**src/identity_defines.vh**
```
`ifndef IDENTITY_DEFINES_VH
`define IDENTITY_DEFINES_VH

// ==========================================================
// Register byte offsets
`define GLOBAL_UNIQUE_IDENTIFIER_UPPER_OFFS   8'h24
`define GLOBAL_UNIQUE_IDENTIFIER_LOWER_OFFS   8'h28
`define ROM_BASE_OFFS     8'h34
`define FAIL_LOW_OFFS     8'h38
`define FAIL_HIGH_OFFS    8'h3c
`define VENDOR_OFFS       8'h40
`define IRQ_STATUS_OFFS   8'h48
`define IRQ_MASK_OFFS     8'h4c

// ==========================================================
// Widths, fields and reset values
`define GLOBAL_UNIQUE_IDENTIFIER_RESET        32'h0000_0000
`define GLOBAL_UNIQUE_IDENTIFIER_NIBBLE_W     4
`define GLOBAL_UNIQUE_IDENTIFIER_UPPER_RESET  28'h000_0000
`define GLOBAL_UNIQUE_IDENTIFIER_NIBBLE_RESET 4'h0
`define ROM_BASE_LSB      10
`define ROM_BASE_W        22
`define ROM_BASE_RESET    22'h00_0000
`define ROM_LANE_RESET    8'h00
`define ROM_LANE1_W       6
`define ROM_LANE1_RESET   6'h00
`define ROM_LOW_ZERO      10'h000
`define ROM_WIN_TAG       38'h3f_fffc_0001
`define BUS_OFFSET_W      48
`define SOURCE_W          16
`define IRQ_W             2
`define IRQ_POST_ERR_BIT  0
`define IRQ_GLOBAL_UNIQUE_IDENTIFIER_LOCK_BIT 1
`define IRQ_RESET         2'b00
`define RESP_OKAY         2'b00
`define RESP_SLVERR       2'b10
`define WORD_ZERO         32'h0000_0000

`endif

```
**src/global_unique_identifier_load_latch.v**
```verilog
`include "identity_defines.vh"

// ==========================================================
// One identifier word that accepts a single load and then locks.
module global_unique_identifier_load_latch (
  input  wire        aclk,
  input  wire        bulk_clear,
  input  wire        nibble_clear,
  input  wire        load_en,
  input  wire [31:0] load_data,
  output reg  [31:0] value_reg,
  output reg         locked_reg
);

  // One process drives the whole word; the low nibble clear comes last so that it
  // overrides a load in the same cycle, while a fundamental reset alone spares it.
  // bulk clear
  always @(posedge aclk) begin
    if (bulk_clear) begin
      value_reg[31:`GLOBAL_UNIQUE_IDENTIFIER_NIBBLE_W] <= `GLOBAL_UNIQUE_IDENTIFIER_UPPER_RESET;
      locked_reg                   <= 1'b0;
    end else if (load_en && !locked_reg) begin
      value_reg                    <= load_data;
      locked_reg                   <= 1'b1;
    end
    if (nibble_clear) begin
      value_reg[`GLOBAL_UNIQUE_IDENTIFIER_NIBBLE_W-1:0] <= `GLOBAL_UNIQUE_IDENTIFIER_NIBBLE_RESET;
    end
  end

endmodule // global_unique_identifier_load_latch

```
**src/identity_address_regs.v**
```verilog
// Notes on behaviour
// - Upper identifier word is write-once to software and resets to zero.
// - With EEPROM present, both identifier words load from it, then freeze.
// - Without EEPROM, firmware writes each identifier word once; later writes ignored.
// - Upper word bits 31..4 clear on fundamental reset, global reset pin or power-on reset.
// - Identifier bits 3..0 clear only on global reset pin or power-on reset.
// - Lower word holds low identifier half, same reset, load and lock.
// - ROM base register is read-write, resets to zero.
// - ROM window reads map to base field plus ten low offset bits.
// - ROM base bits 9..0 always read zero.
// - Failed posted write captures low 32 destination offset bits.
// - Upper capture word holds requester bus and node numbers in 31..16.
// - Upper capture word bits 15..0 hold upper destination offset bits.
// - Capture words are read-only, hardware updated, no reset value.
// - Vendor word is read-only and returns a fixed code.
`include "identity_defines.vh"

module identity_address_regs #(
  // Arbitrary neutral value, not any real organisation's code.
  parameter [31:0] VENDOR_CODE = 32'h00ab_cdef
) (
  input  wire        aclk,
  input  wire        aresetn,
  input  wire        pcie_fundamental_reset_n,
  input  wire        global_reset_pin_n,
  // AXI4-Lite slave
  input  wire [7:0]  s_axi_awaddr,
  input  wire        s_axi_awvalid,
  output wire        s_axi_awready,
  input  wire [31:0] s_axi_wdata,
  input  wire [3:0]  s_axi_wstrb,
  input  wire        s_axi_wvalid,
  output wire        s_axi_wready,
  output reg  [1:0]  s_axi_bresp,
  output reg         s_axi_bvalid,
  input  wire        s_axi_bready,
  input  wire [7:0]  s_axi_araddr,
  input  wire        s_axi_arvalid,
  output wire        s_axi_arready,
  output reg  [31:0] s_axi_rdata,
  output reg  [1:0]  s_axi_rresp,
  output reg         s_axi_rvalid,
  input  wire        s_axi_rready,
  // Serial EEPROM loader
  input  wire        eeprom_present,
  input  wire        eeprom_global_unique_identifier_valid,
  input  wire [31:0] eeprom_global_unique_identifier_upper,
  input  wire [31:0] eeprom_global_unique_identifier_lower,
  // Configuration ROM read mapping
  input  wire        rom_read_valid,
  input  wire [47:0] rom_read_offset,
  output reg         rom_host_read,
  output reg  [31:0] rom_host_addr,
  // Posted write failure report
  input  wire        post_err_valid,
  input  wire [47:0] post_err_offset,
  input  wire [15:0] post_err_source,
  // Status
  output wire [1:0]  global_unique_identifier_locked,
  output wire        irq
);

  // ==========================================================
  // Reset combination
  wire        power_on_clear;
  wire        bulk_clear;
  wire        nibble_clear;

  // The three reset sources nest: power-on clears everything but the capture words, the global reset pin
  // clears the whole identifier, and the fundamental reset spares the low nibble.
  // All are sampled levels, so each needs only one clock edge while low.
  assign power_on_clear = ~aresetn;
  assign nibble_clear   = power_on_clear | ~global_reset_pin_n;
  assign bulk_clear     = nibble_clear | ~pcie_fundamental_reset_n;

  // ==========================================================
  // AXI4-Lite write channel
  reg         aw_held_reg;
  reg  [7:0]  aw_addr_reg;
  reg         w_held_reg;
  reg  [31:0] w_data_reg;
  reg  [3:0]  w_strb_reg;
  wire        wr_fire;
  reg         wr_mapped;

  // Address and data are parked separately so either may arrive first. Both readies
  // stay low while a response waits, which keeps one write in flight at a time.
  assign s_axi_awready = ~aw_held_reg & ~s_axi_bvalid;
  assign s_axi_wready  = ~w_held_reg & ~s_axi_bvalid;
  assign wr_fire       = aw_held_reg & w_held_reg & ~s_axi_bvalid;

  always @(posedge aclk) begin
    if (power_on_clear) begin
      aw_held_reg <= 1'b0;
      aw_addr_reg <= 8'h00;
      w_held_reg  <= 1'b0;
      w_data_reg  <= `WORD_ZERO;
      w_strb_reg  <= 4'h0;
    end else begin
      if (s_axi_awvalid && s_axi_awready) begin
        aw_held_reg <= 1'b1;
        aw_addr_reg <= s_axi_awaddr;
      end else if (wr_fire) begin
        aw_held_reg <= 1'b0;
      end
      if (s_axi_wvalid && s_axi_wready) begin
        w_held_reg <= 1'b1;
        w_data_reg <= s_axi_wdata;
        w_strb_reg <= s_axi_wstrb;
      end else if (wr_fire) begin
        w_held_reg <= 1'b0;
      end
    end
  end

  // Mapping is judged on the parked address, so the response matches its own write.
  always @* begin
    case ({aw_addr_reg[7:2], 2'b00})
      `GLOBAL_UNIQUE_IDENTIFIER_UPPER_OFFS,
      `GLOBAL_UNIQUE_IDENTIFIER_LOWER_OFFS,
      `ROM_BASE_OFFS,
      `FAIL_LOW_OFFS,
      `FAIL_HIGH_OFFS,
      `VENDOR_OFFS,
      `IRQ_STATUS_OFFS,
      `IRQ_MASK_OFFS: wr_mapped = 1'b1;
      default:        wr_mapped = 1'b0;
    endcase
  end

  // An unmapped address answers SLVERR; read-only words accept the write and drop it.
  always @(posedge aclk) begin
    if (power_on_clear) begin
      s_axi_bvalid <= 1'b0;
      s_axi_bresp  <= `RESP_OKAY;
    end else if (wr_fire) begin
      s_axi_bvalid <= 1'b1;
      s_axi_bresp  <= wr_mapped ? `RESP_OKAY : `RESP_SLVERR;
    end else if (s_axi_bready) begin
      s_axi_bvalid <= 1'b0;
    end
  end

  wire        wr_word;
  assign wr_word = wr_fire & (w_strb_reg == 4'hf);

  // ==========================================================
  // Write address decode
  // Only the word index takes part: byte-address bits 1..0 are ignored.
  wire [7:0]  wr_word_addr;
  wire        wr_rom_base;
  wire        wr_irq_status;
  wire        wr_irq_mask;

  assign wr_word_addr  = {aw_addr_reg[7:2], 2'b00};
  assign wr_rom_base   = wr_fire & (wr_word_addr == `ROM_BASE_OFFS);
  // Status and mask bits all sit in byte lane 0, so that lane alone enables the write.
  assign wr_irq_status = wr_fire & w_strb_reg[0] & (wr_word_addr == `IRQ_STATUS_OFFS);
  assign wr_irq_mask   = wr_fire & w_strb_reg[0] & (wr_word_addr == `IRQ_MASK_OFFS);

  // ==========================================================
  // Identifier words
  wire [31:0] global_unique_identifier_value [0:1];
  wire [31:0] eeprom_word [0:1];
  wire [7:0]  global_unique_identifier_offs [0:1];

  // Index 0 is the upper word and index 1 the lower word, matching global_unique_identifier_locked.
  assign eeprom_word[0] = eeprom_global_unique_identifier_upper;
  assign eeprom_word[1] = eeprom_global_unique_identifier_lower;
  assign global_unique_identifier_offs[0]   = `GLOBAL_UNIQUE_IDENTIFIER_UPPER_OFFS;
  assign global_unique_identifier_offs[1]   = `GLOBAL_UNIQUE_IDENTIFIER_LOWER_OFFS;

  genvar gi;
  generate
    for (gi = 0; gi < 2; gi = gi + 1) begin : global_unique_identifier_word
      wire load_en;
      wire [31:0] load_data;
      // single firmware load
      // A partial-strobe write cannot load, so a half-written identifier never locks.
      assign load_en   = eeprom_present ? eeprom_global_unique_identifier_valid
                                        : (wr_word & (wr_word_addr == global_unique_identifier_offs[gi]));
      assign load_data = eeprom_present ? eeprom_word[gi] : w_data_reg;
      global_unique_identifier_load_latch u_latch (
        .aclk         (aclk),
        .bulk_clear   (bulk_clear),
        .nibble_clear (nibble_clear),
        .load_en      (load_en),
        .load_data    (load_data),
        .value_reg    (global_unique_identifier_value[gi]),
        .locked_reg   (global_unique_identifier_locked[gi])
      );
    end
  endgenerate

  // ==========================================================
  // Configuration ROM base and read mapping
  reg  [`ROM_BASE_W-1:0] rom_base_field_reg;
  wire [31:0]            rom_base_word;

  assign rom_base_word = {rom_base_field_reg, `ROM_LOW_ZERO};

  genvar bi;
  generate
    for (bi = 2; bi < 4; bi = bi + 1) begin : rom_lane
      always @(posedge aclk) begin
        if (power_on_clear) begin
          rom_base_field_reg[bi*8-`ROM_BASE_LSB +: 8] <= `ROM_LANE_RESET;
        end else if (wr_rom_base && w_strb_reg[bi]) begin
          rom_base_field_reg[bi*8-`ROM_BASE_LSB +: 8] <= w_data_reg[bi*8 +: 8];
        end
      end
    end
  endgenerate

  // Byte lane 1 carries only word bits 15..10 of the field; its bits 9..8 fall in the
  // zero pad and are dropped, as is all of lane 0.
  // software write lane 1
  always @(posedge aclk) begin
    if (power_on_clear) begin
      rom_base_field_reg[`ROM_LANE1_W-1:0] <= `ROM_LANE1_RESET;
    end else if (wr_rom_base && w_strb_reg[1]) begin
      rom_base_field_reg[`ROM_LANE1_W-1:0] <= w_data_reg[`ROM_BASE_LSB +: `ROM_LANE1_W];
    end
  end

  // Only offset bits 47..10 are compared, so every quadlet of the window hits.
  // The sum is not checked for carry: with base bits 9..0 zero it can never carry or wrap.
  wire rom_hit;
  assign rom_hit = rom_read_valid &
                   (rom_read_offset[`BUS_OFFSET_W-1:`ROM_BASE_LSB] == `ROM_WIN_TAG);

  // The address register holds its last value between hits; only the strobe pulses.
  // base plus low offset
  always @(posedge aclk) begin
    if (power_on_clear) begin
      rom_host_read <= 1'b0;
      rom_host_addr <= `WORD_ZERO;
    end else begin
      rom_host_read <= rom_hit;
      if (rom_hit) begin
        rom_host_addr <= rom_base_word + {22'h00_0000, rom_read_offset[`ROM_BASE_LSB-1:0]};
      end
    end
  end

  // ==========================================================
  // Posted write failure capture
  // The capture words carry no reset; software must not read them before the
  // first failure is flagged in the interrupt status.
  reg [31:0] failed_offset_low_reg;
  reg [31:0] failed_source_high_reg;

  always @(posedge aclk) begin
    if (post_err_valid) begin
      failed_offset_low_reg  <= post_err_offset[31:0];
      // upper offset capture
      // The source arrives as bus number in 15..6 and node number in 5..0.
      failed_source_high_reg <= {post_err_source, post_err_offset[`BUS_OFFSET_W-1:32]};
    end
  end

  // ==========================================================
  // Interrupt status and mask
  reg  [`IRQ_W-1:0] irq_status_reg;
  reg  [`IRQ_W-1:0] irq_mask_reg;
  wire [`IRQ_W-1:0] irq_set;
  wire [`IRQ_W-1:0] irq_clr;
  wire              global_unique_identifier_locked_all;
  reg               global_unique_identifier_locked_prev_reg;

  // Bit 1 fires once, when the second identifier word locks and the identifier is usable.
  assign global_unique_identifier_locked_all = &global_unique_identifier_locked;
  assign irq_set[`IRQ_POST_ERR_BIT]  = post_err_valid;
  assign irq_set[`IRQ_GLOBAL_UNIQUE_IDENTIFIER_LOCK_BIT] = global_unique_identifier_locked_all & ~global_unique_identifier_locked_prev_reg;
  assign irq_clr = wr_irq_status ? w_data_reg[`IRQ_W-1:0] : `IRQ_RESET;

  // A set in the same cycle as its clear wins, so no event is lost.
  always @(posedge aclk) begin
    if (power_on_clear) begin
      irq_status_reg       <= `IRQ_RESET;
      irq_mask_reg         <= `IRQ_RESET;
      global_unique_identifier_locked_prev_reg <= 1'b0;
    end else begin
      global_unique_identifier_locked_prev_reg <= global_unique_identifier_locked_all;
      irq_status_reg       <= (irq_status_reg & ~irq_clr) | irq_set;
      if (wr_irq_mask) begin
        irq_mask_reg <= w_data_reg[`IRQ_W-1:0];
      end
    end
  end

  // A plain level: it drops in the cycle after software clears or masks the bit.
  assign irq = |(irq_status_reg & irq_mask_reg);

  // ==========================================================
  // AXI4-Lite read channel
  reg  [31:0] rd_word;
  reg         rd_mapped;

  // The read word is decoded straight from the bus address and registered at the
  // handshake, so a read answers one cycle after it is taken.
  assign s_axi_arready = ~s_axi_rvalid;

  always @* begin
    rd_word   = `WORD_ZERO;
    rd_mapped = 1'b1;
    case ({s_axi_araddr[7:2], 2'b00})
      `GLOBAL_UNIQUE_IDENTIFIER_UPPER_OFFS: rd_word = global_unique_identifier_value[0];
      `GLOBAL_UNIQUE_IDENTIFIER_LOWER_OFFS: rd_word = global_unique_identifier_value[1];
      `ROM_BASE_OFFS:   rd_word = rom_base_word;
      `FAIL_LOW_OFFS:   rd_word = failed_offset_low_reg;
      `FAIL_HIGH_OFFS:  rd_word = failed_source_high_reg;
      `VENDOR_OFFS:     rd_word = VENDOR_CODE;
      `IRQ_STATUS_OFFS: rd_word = {30'h0000_0000, irq_status_reg};
      `IRQ_MASK_OFFS:   rd_word = {30'h0000_0000, irq_mask_reg};
      default:          rd_mapped = 1'b0;
    endcase
  end

  always @(posedge aclk) begin
    if (power_on_clear) begin
      s_axi_rvalid <= 1'b0;
      s_axi_rdata  <= `WORD_ZERO;
      s_axi_rresp  <= `RESP_OKAY;
    end else if (s_axi_arvalid && s_axi_arready) begin
      s_axi_rvalid <= 1'b1;
      s_axi_rdata  <= rd_word;
      s_axi_rresp  <= rd_mapped ? `RESP_OKAY : `RESP_SLVERR;
    end else if (s_axi_rready) begin
      s_axi_rvalid <= 1'b0;
    end
  end

endmodule // identity_address_regs

```
**config.mk**
```make
export PLATFORM = sky130hd
export DESIGN_NAME = identity_address_regs
export DESIGN_NICKNAME = d
export VERILOG_FILES = /design/src/global_unique_identifier_load_latch.v /design/src/identity_address_regs.v
export VERILOG_INCLUDE_DIRS = /design/src /design/src/src
export SDC_FILE = /design/constraint.sdc
export NUM_CORES = 1
export LEC_CHECK = 0
export ABC_AREA = 1
export BUFFER_PORTS_ARGS = -buffer_cell sky130_fd_sc_hd__buf_2
export CAP_MARGIN = 15
export CORE_UTILIZATION = 53
export DETAILED_ROUTE_END_ITERATION = 10
export GPL_ROUTABILITY_DRIVEN = 1
export PLACE_DENSITY = 0.77
export REMOVE_ABC_BUFFERS = 1
export SLEW_MARGIN = 20
export SYNTH_ARGS = -nofsm -noshare
export SYNTH_HDL_FRONTEND = slang
export SYNTH_SLANG_ARGS = --single-unit
```
**constraint.sdc**
```tcl
create_clock -name aclk -period 1.8 [get_ports aclk]
set_input_delay 0.36 -clock aclk [delete_from_list [all_inputs] [get_ports aclk]]
set_output_delay 0.36 -clock aclk [all_outputs]
set_load 0.02 [all_outputs]
```
==> results of run 1 <==
==> cells in the final DEF, fill, tap and decap left out, drive strengths merged, types with 51 or more instances in the layout <==
cell / count
inv: 126
edfxtp: 64
clkbuf: 51
nand2: 389
nand3: 108
buf: 371
a21oi: 164
dfxtp: 206
nor2: 299
o21ai: 90
nand4: 52
==> cell families after synthesis <==
group           synth area share
simple gates               0.298
flops                      0.509
compound gates             0.112
buf+inv                   0.0805
other cells             0.000316
==> stage by stage <==
| step | instance area [sq um] | hold slack, ns |
|---|---|---|
| after floorplan | 11400 | 0.408 |
| after global placement | 14000 | 0.414 |
| after detailed placement | 14000 | 0.419 |
| after CTS | 15300 | 0.000160 |
| after global routing | 15500 | 0.00284 |
| final | 15500 | 0.0152 |
==> worst max path at each step <==
| stage | startpoint | end | depth (start not counted) |
|---|---|---|---|
| 2_1_floorplan | rom_read_valid | rom_host_addr[0] | 7 |
| 3_3_place_gp | s_axi_araddr[3] | s_axi_rdata[3] | 10 |
| 3_5_place_dp | s_axi_araddr[3] | s_axi_rdata[3] | 10 |
| 4_1_cts | aw_held_reg | flip-flop | 10 |
| 5_1_grt | aw_held_reg | flip-flop | 11 |
| 6_report | aw_addr_reg[3] | rom_base_field_reg[18] | 7 |
==> layer usage <==
metal	global-route usage	vias to the layer above	routed length, um
li1	-	5953	-
met1	0.390	5476	15200
met2	0.562	534	18300
met3	0.0542	87	3350
met4	0.101	2	1100
met5	0	-	13
==> cell type report <==
class                   instances  share of cell area
diodes                          4            0.000646
clock buffers                  48              0.0534
clock inverters                 4             0.00105
inverters                     127              0.0308
multi-input cells            1120               0.318
flip-flops and latches        270               0.390
well taps                     280              0.0226
repair buffers                423               0.183
==> critical path: stages (launching register included) <==
cell     delay (ns)
dfxtp_1        0.31
inv_1          0.11
nand2_1        0.10
nor3_1         0.35
nand3_1        0.18
buf_4          0.24
o21ai_0        0.21
a21oi_1        0.07
==> report_power, final <==
part | total (mW) | internal [mW] | switching (mW) | leakage, nW
clock network | 5.40 | 3.09 | 2.31 | 0.406
registers | 6.59 | 6.48 | 0.111 | 2.30
logic | 1.55 | 0.633 | 0.917 | 4.25
==> timing repair <==
action	4_1_cts	5_1_grt
gates resized for setup	0	5
endpoints found under the setup margin	0	21
hold buffers	48	1
endpoints found under the hold margin	48	1
buffers inserted	0	3
==> run metrics, run 1 <==
Max clock buf depth 3; type of element launching the critical path flip-flop; Yosys reg bits 270; Power, Total 13.5 mW; Max rail drop VDD 810 uV; number of flip-flops in the largest register 64; multi-input logic area 0.00494 sq mm; depth of the worst register-to-register path 7; buffers added on ports 311; max-cap viol count 0; post-synthesis cell type count 30; Pleak 6.96 nW; Total Negative Setup Slacks 0 ns; final non-filler cell total 2276; clk_skew around 0.012 ns; overflow left after global routing 0; final layout net count 2212; worst reg2reg path startpoint aw_addr_reg[3]; placeable core area between 0.02 and 0.025 sq mm; Total Routed Length 38.0 mm; sink of the worst hold path failed_offset_low_reg[11]; power density normalized to cell area 874 mW/mm^2; placer congestion estimate 0.878; Cell Count Post-Placement 2165; most instantiated flip-flop cell in the synthesis netlist dfxtp_1; ranking of synthesized cells by area dfxtp_1 (35%), edfxtp_1 (16%), nand2_1 (12%), nor2_1 (9.2%), a21oi_1 (6.9%); number of fill cells 1823; largest net degree at the start of global routing 71; Sequential cell area slightly above 0.006 sq mm; Worst-path clk slew 0.06 ns; die height roughly 150 um; HPWL after detailed placement 24.7 mm; vias in the first global route 11.2k; netlist area before placement around 0.012 sq mm; outcome finished clean; Clk Latency, worst-skew pair 0.54 ns; antenna violations before repair 3; ratio of routed vias to standard cells 5.30; CTS H-Tree Depth 1; Clock Tree Root clkbuf_16; final-report setup violation count 0; source of the worst hold timing path post_err_offset[11]; overall routing resource usage 0.317; Antenna Violating Nets Remaining 0; library cell occupying the most area in the post-synthesis netlist dfxtp_1; detailed-routing iteration count for the pre-antenna-repair pass 5; Worst setup EP type flip-flop; starting utilization of the core area 0.542; Layout area overhead 30.5%; Arrival @ worst endpoint between 2 and 2.5 ns; ratio of final minimum period to clock period 0.937; wire length of the first global-routing pass 56.4 mm; reg-to-reg setup timing slack around 0.11 ns; sequential-to-total area share from yosys stat 0.509; cts bufs inserted 29; data required time at the worst endpoint between 2 and 2.5 ns; Layout Utilization 0.708; TritonCTS clock tree yes; capture instance of the worst register-to-register path rom_base_field_reg[18]; fraction of synthesis flops using an asynchronous set or reset pin 0; Sink Count 270; DRT iter0 DRCs 734; area share of the largest cell type after synthesis 0.347; hold path depth 1; standard-cell row count 54; largest fanout of any net on the critical path 16; number of instances in the synthesized netlist 1611; via count 12.1k; Relative slew margins 0.582; highest achievable clock rate slightly below 600 MHz; classification of the worst-slack hold path in -> reg; mean post-synth cell area 7.37 sq um; most frequent cells after synthesis nand2_1 (389), nor2_1 (291), dfxtp_1 (206); worst path setup slack after routing 0.113 ns; hold violation count in the final report 0; Ports 318; Least-Margin Pin Slew between 0.6 and 0.7 ns; horizontal extent of the die 152 um; total count of max-transition violations in the final report 0; post-layout min period 1.69 ns; WL per Instance 16.7 um; detailed-route DRC error count 0; category of the most critical setup path reg -> reg; number of enable flip-flop cells after synthesis 64; area of the die 0.0230 sq mm; layout cells sized above 1 0.216; placement-stage worst setup slack 0.0476 ns; unrepaired setup endpoints after global routing false; synth warn 0; cell with the most instances after synthesis nand2_1
No activity file was read; power rests on OpenSTA's default activity.
==> inputs of run 2 (changes only) <==
CELL_PAD_IN_SITES_DETAIL_PLACEMENT = 0   (was default)
CELL_PAD_IN_SITES_GLOBAL_PLACEMENT = 2   (was default)
CORE_UTILIZATION = 29   (was 53)
==> run metrics, run 2 (same netlist as run 1, synthesis figures left out) <==
type of element launching the critical path flip-flop; post-route worst hold slack 0.0319 ns (+0.0167 ns); cts bufs inserted 35 (+21%); hold violation count in the final report 0 (unchanged); wire length on met2 20.7 mm (+13%); Arrival @ worst endpoint 1.35 ns (-0.76 ns); final-report setup violation count 0 (unchanged); CTS H-Tree Depth 2 (+1); buffers added on ports 311 (unchanged); clk_skew 0.0270 ns (+0.0154 ns); ratio of final minimum period to clock period 0.953 (+0.0154); final layout net count 2224 (+0.54%); biggest cell delay along the critical path 0.33 ns (-0.02 ns); horizontal extent of the die 204 um (+35%); DRT iter0 DRCs 734 (unchanged); layout cells sized above 1 0.224 (+0.00774); Total Routed Length 45.5 mm (+20%); TritonCTS clock tree yes; outcome finished clean; Clk Latency, worst-skew pair 0.54 ns (about the same); Worst-path clk slew 0.06 ns (about the same); unrepaired setup endpoints after global routing true; largest net degree at the start of global routing 71 (unchanged); overall routing resource usage 0.211 (-0.106); cell chain of the critical path buf_4, nor2_2, buf_2; data required time at the worst endpoint 1.44 ns (-0.78 ns); via count 11.8k (-2.3%); most common cell after layout, fill and taps aside nand2_1; total count of max-transition violations in the final report 0 (unchanged); top layer used by detailed routing met5; Least-Margin Pin Slew 0.536 ns (-0.0895 ns); total length of routed met3 wires 2.74 mm (-18%); Sink Count 270 (unchanged); power density normalized to cell area 931 mW/mm^2 (+6.6%); standard-cell row count 73 (+35%); placer congestion estimate 0.804 (-8.5%); leading cell types in the layout, fill and taps excluded nand2_1 (385), buf_2 (308), nor2_1 (284); slowest stage cell on the critical path dfxtp_1; placeable core area 0.0401 sq mm (+83%); Relative slew margins 0.642 (+0.0601); Layout Utilization 0.403 (-0.305); WL per Instance 17.9 um (+7.5%); Pleak 7.13 nW (+2.5%); Post-Route M1 WL 21.3 mm (+40%); detailed-routing iteration count for the pre-antenna-repair pass 5 (unchanged); Max rail drop VDD 553 uV (-32%); starting utilization of the core area 0.296 (-0.246); highest achievable clock rate 583 MHz (-1.6%); Clock Tree Root clkbuf_16; wire length of the first global-routing pass 65.8 mm (+17%); overflow left after global routing 0 (unchanged); classification of the worst-slack hold path in -> reg; area of the die 0.0418 sq mm (+81%); detailed-route DRC error count 0 (unchanged); die height 204 um (+35%); Layout area overhead 36.1%; Ports 318 (unchanged); Max clock buf depth 3 (unchanged); category of the most critical setup path reg -> out; ratio of routed vias to standard cells 4.64 (-12%); HPWL after detailed placement 29.6 mm (+20%); largest fanout of any net on the critical path 4 (-12); Total Negative Setup Slacks 0 ns (unchanged); vias in the first global route 11.5k (+2.8%); Antenna Violating Nets Remaining 0 (unchanged); number of flip-flops in the largest register 64 (unchanged); antenna violations before repair 7 (+4); post-layout min period 1.71 ns (+0.0278 ns); Worst setup EP type output pin; max-cap viol count 0 (unchanged)
==> run 2: where the power goes <==
part	switching (mW)	internal [mW]	leakage (nW)
Clock	2.70	4.15	0.549
Combinational	0.965	0.648	4.28
Sequential	0.112	6.48	2.30
Total	3.78	11.3	7.13
==> run 2: worst max-delay path, delay by kind of cell (launching register included) <==
kind                   cells  cell delay, ns
flip-flops                 1            0.33
buffers and inverters      2            0.35
AND/OR/NAND/NOR            1            0.16
==> run 2: path summary, 6_finish.rpt <==
path | from | endpoint | slack [ns] | depth (start not counted)
hold reg to reg | global_unique_identifier_locked_prev_reg | irq_status_reg[1] | 0.43 | 1
setup reg to reg | w_held_reg | flip-flop | 0.13 | 10
setup / recovery | s_axi_bvalid | s_axi_wready | 0.09 | 3
hold / removal | post_err_source[7] | failed_source_high_reg[23] | 0.03 | 1
==> run 2: final cells by class <==
cell class / count / area [sq um]
fill: 4279 / 23900
sequential: 270 / 6050
multi-input combinational: 1120 / 4950
timing repair buffer: 429 / 2910
clock buffer: 55 / 1050
tap: 525 / 657
inverter: 127 / 477
clock inverter: 7 / 60.1
antenna: 5 / 12.5
==> run 2: repair_timing <==
item                                   in CTS  in global routing
gates resized for setup                     2                  2
hold buffers                               55                  0
endpoints found under the hold margin      55                  0
setup endpoints to repair                   1                 29
setup buffers                               0                  2
pin swaps                                   0                  2
cloned                                      0                  4
==> run 2: per-stage QoR <==
stage          instances  instance area [sq um]  setup WS [ns]  power, mW
2_1_floorplan       1517                  11400         -0.791       7.33
3_3_place_gp        2410                  14400         0.0759       8.16
3_5_place_dp        2410                  14400         0.0680       8.17
4_1_cts             2527                  16000         0.0459       15.2
5_1_grt             2535                  16200        -0.0126       15.7
6_report            2538                  16200         0.0851       15.1
==> run 2: metal layers <==
metal | GRT usage | vias to the layer above
met4 | 0.0552 | 4
met1 | 0.280 | 5405
met5 | 0 | -
met3 | 0.0415 | 54
met2 | 0.347 | 333
li1 | - | 5983
==> inputs of run 3 (changes only) <==
==> constraint.sdc (replaced) <==
create_clock -name aclk -period 1.8 [get_ports aclk]
set_input_delay 0.09 -clock aclk [delete_from_list [all_inputs] [get_ports aclk]]
set_output_delay 0.09 -clock aclk [all_outputs]
set_load 0.02 [all_outputs]
==> run metrics, run 3 (same netlist as run 1, synthesis figures left out) <==
outcome finished clean; TritonCTS clock tree yes; Largest delay share family, worst path simple AND/OR/NAND/NOR gates; final layout net count 2365 (+6.3%); biggest cell delay along the critical path 0.34 ns (about the same); DRT iter0 DRCs 733 (-0.14%); sw power 3.89 mW (+2.9%); wire length of the first global-routing pass 67.9 mm (+3.2%); hold violation count in the final report 0 (unchanged); overall routing resource usage 0.216 (+0.00474); part of the total power dissipated in combinational logic 0.123 (+0.016); ratio of final minimum period to clock period 0.947 (-0.00588); multi-input logic area 0.00497 sq mm (+0.30%); leading cell types in the layout, fill and taps excluded nand2_1 (385), buf_2 (308), nor2_1 (284); cts bufs inserted 35 (unchanged); Layout area overhead 48.2%; starting utilization of the core area 0.296 (unchanged); cell chain of the critical path nand2_1, nor2_4, inv_4, nor2_4, nand2_2, a21boi_4, buf_6, buf_6, nand2_1, nand2_1, nor2_1; number of buffers and inverters on the critical path 3 (+1); worst reg2reg path startpoint w_held_reg; slowest stage cell on the critical path dfxtp_2; CTS H-Tree Depth 2 (unchanged); max-cap viol count 0 (unchanged); clk_skew 0.0134 ns (-0.0136 ns); via count 12.4k (+5.4%); worst path setup slack after routing 0.0956 ns (+0.0106 ns); ratio of routed vias to standard cells 4.63 (-0.17%); Sequential cell area 0.00605 sq mm (about the same); placement-stage worst setup slack 0.0788 ns (+0.0108 ns); Worst setup EP type flip-flop; area of the die 0.0418 sq mm (unchanged); horizontal extent of the die 204 um (unchanged); critical path's most frequent cell nand2_1; final non-filler cell total 2680 (+5.6%); overflow left after global routing 0 (unchanged); Arrival @ worst endpoint 2.13 ns (+0.78 ns); vias in the first global route 12.1k (+4.9%); Clk Latency, worst-skew pair 0.53 ns (about the same); timing startpoint of the critical path w_held_reg; highest achievable clock rate 587 MHz (+0.62%); total count of max-transition violations in the final report 0 (unchanged); detailed-routing iteration count for the pre-antenna-repair pass 5 (unchanged); placeable core area 0.0401 sq mm (unchanged); Antenna Violating Nets Remaining 0 (unchanged); Worst-path clk slew 0.06 ns (about the same); Max rail drop VDD 506 uV (-8.4%); final-report setup violation count 0 (unchanged); largest net degree at the start of global routing 71 (unchanged); Total Routed Length 47.7 mm (+4.8%); Relative slew margins 0.633 (-0.00977); Clock Tree Root clkbuf_16; type of element launching the critical path flip-flop; largest fanout of any net on the critical path 7 (+3); buffers added on ports 311 (unchanged); layout cells sized above 1 0.214 (-0.00955); total number of cells along the worst setup path 11 (+8); Layout Utilization 0.439 (+0.0356); sequential power share 0.427 (-0.011); number of fill cells 4150 (-3.0%); data required time at the worst endpoint 2.23 ns (+0.79 ns); post-layout min period 1.70 ns (-0.0106 ns); die height 204 um (unchanged); HPWL after detailed placement 29.8 mm (+0.69%); antenna violations before repair 9 (+2); number of flip-flops in the largest register 64 (unchanged); placer congestion estimate 0.808 (+0.58%); category of the most critical setup path reg -> reg; fraction of power spent switching nets 0.253 (+0.00136); detailed-route DRC error count 0 (unchanged); reg-to-reg setup timing slack 0.1 ns (-0.03 ns); Sink Count 270 (unchanged); Pleak 7.74 nW (+8.5%); internal power contribution 11.5 mW (+2.1%); most common cell after layout, fill and taps aside nand2_1; Max clock buf depth 3 (unchanged); standard-cell row count 73 (unchanged); depth of the worst register-to-register path 11 (+1); Cell Count Post-Placement 2406 (-0.17%); WL per Instance 17.8 um (-0.73%); power share of the clock group 0.450 (-0.005); classification of the worst-slack hold path in -> reg; power density normalized to cell area 876 mW/mm^2 (-6.0%); Least-Margin Pin Slew 0.551 ns (+0.0146 ns); Ports 318 (unchanged)
run 3: cell types whose count changed in the layout (fill, tap and decap cells not counted), moves of 3 or more:
cell,before,now
buf_12,21,15
buf_4,41,44
buf_6,1,5
clkbuf_1,12,8
clkbuf_16,40,43
dlygate4sd3_1,55,192
run 3: power groups by stage:
stage | Clock [mW] | Sequential (mW) | Combinational [mW]
after detailed placement | 0 | 6.71 | 1.44
final | 6.94 | 6.58 | 1.89
after floorplan | 0 | 6.70 | 0.632
after global routing | 7.38 | 6.61 | 2.08
after CTS | 7.12 | 6.58 | 1.77
after global placement | 0 | 6.71 | 1.43
run 3: routing by layer:
| metal | part of all wire | wire length, um | vias to the layer above | GRT usage |
|---|---|---|---|---|
| li1 | - | - | 6286 | - |
| met1 | 0.46 | 22200 | 5745 | 0.290 |
| met5 | 0.00094 | 45 | - | 0 |
| met4 | 0.016 | 774 | 6 | 0.0482 |
| met2 | 0.46 | 22200 | 320 | 0.359 |
| met3 | 0.054 | 2570 | 60 | 0.0383 |
run 3: worst min-delay path by stage:
| stage | to | start | slack (ns) | cells past startpoint |
|---|---|---|---|---|
| final | rom_host_read | rom_read_offset[38] | 0.02 | 5 |
| after CTS | rom_host_read | rom_read_offset[38] | 0.0005 | 5 |
| after floorplan | failed_offset_low_reg[0] | post_err_offset[0] | 0.19 | 0 |
| after detailed placement | failed_offset_low_reg[12] | post_err_offset[12] | 0.27 | 1 |
| after global routing | rom_host_read | rom_read_offset[35] | 0.04 | 5 |
| after global placement | failed_offset_low_reg[0] | post_err_offset[0] | 0.27 | 1 |
run 3: cell type report:
| class | instances | share of cell area |
|---|---|---|
| Multi-Input combinational cell | 1120 | 0.282 |
| Tap cell | 525 | 0.0373 |
| Sequential cell | 270 | 0.344 |
| Inverter | 127 | 0.0272 |
| Antenna cell | 6 | 0.000853 |
| Clock inverter | 11 | 0.00484 |
| Timing Repair Buffer | 570 | 0.244 |
| Clock buffer | 51 | 0.0597 |
run 3: worst register-to-register path: cells and delay by family, from the launching register on:
family / cells / cell delay (ns)
AOI/OAI and AO/OA: 1 / 0.21
DFF: 1 / 0.34
and+or+nand+nor: 7 / 0.63
buffers and inverters: 3 / 0.42
run 3: timing repair:
item | 4_1_cts | 5_1_grt
setup buffers | 0 | 6
hold buffers | 192 | 0
setup endpoints to repair | 0 | 60
endpoints found under the hold margin | 207 | 0
resized for setup | 0 | 14
run 3: per-stage QoR:
step                power [mW]  cell area (sq um)  hold WS, ns  TNS, ns
floorplan                 7.33              11400        0.189   -73.17
global placement          8.14              14300        0.267        0
detailed placement        8.15              14300        0.268        0
CTS                       15.5              17300     0.000493        0
global route              16.1              17600       0.0448  -0.0107
finish                    15.4              17600       0.0241        0
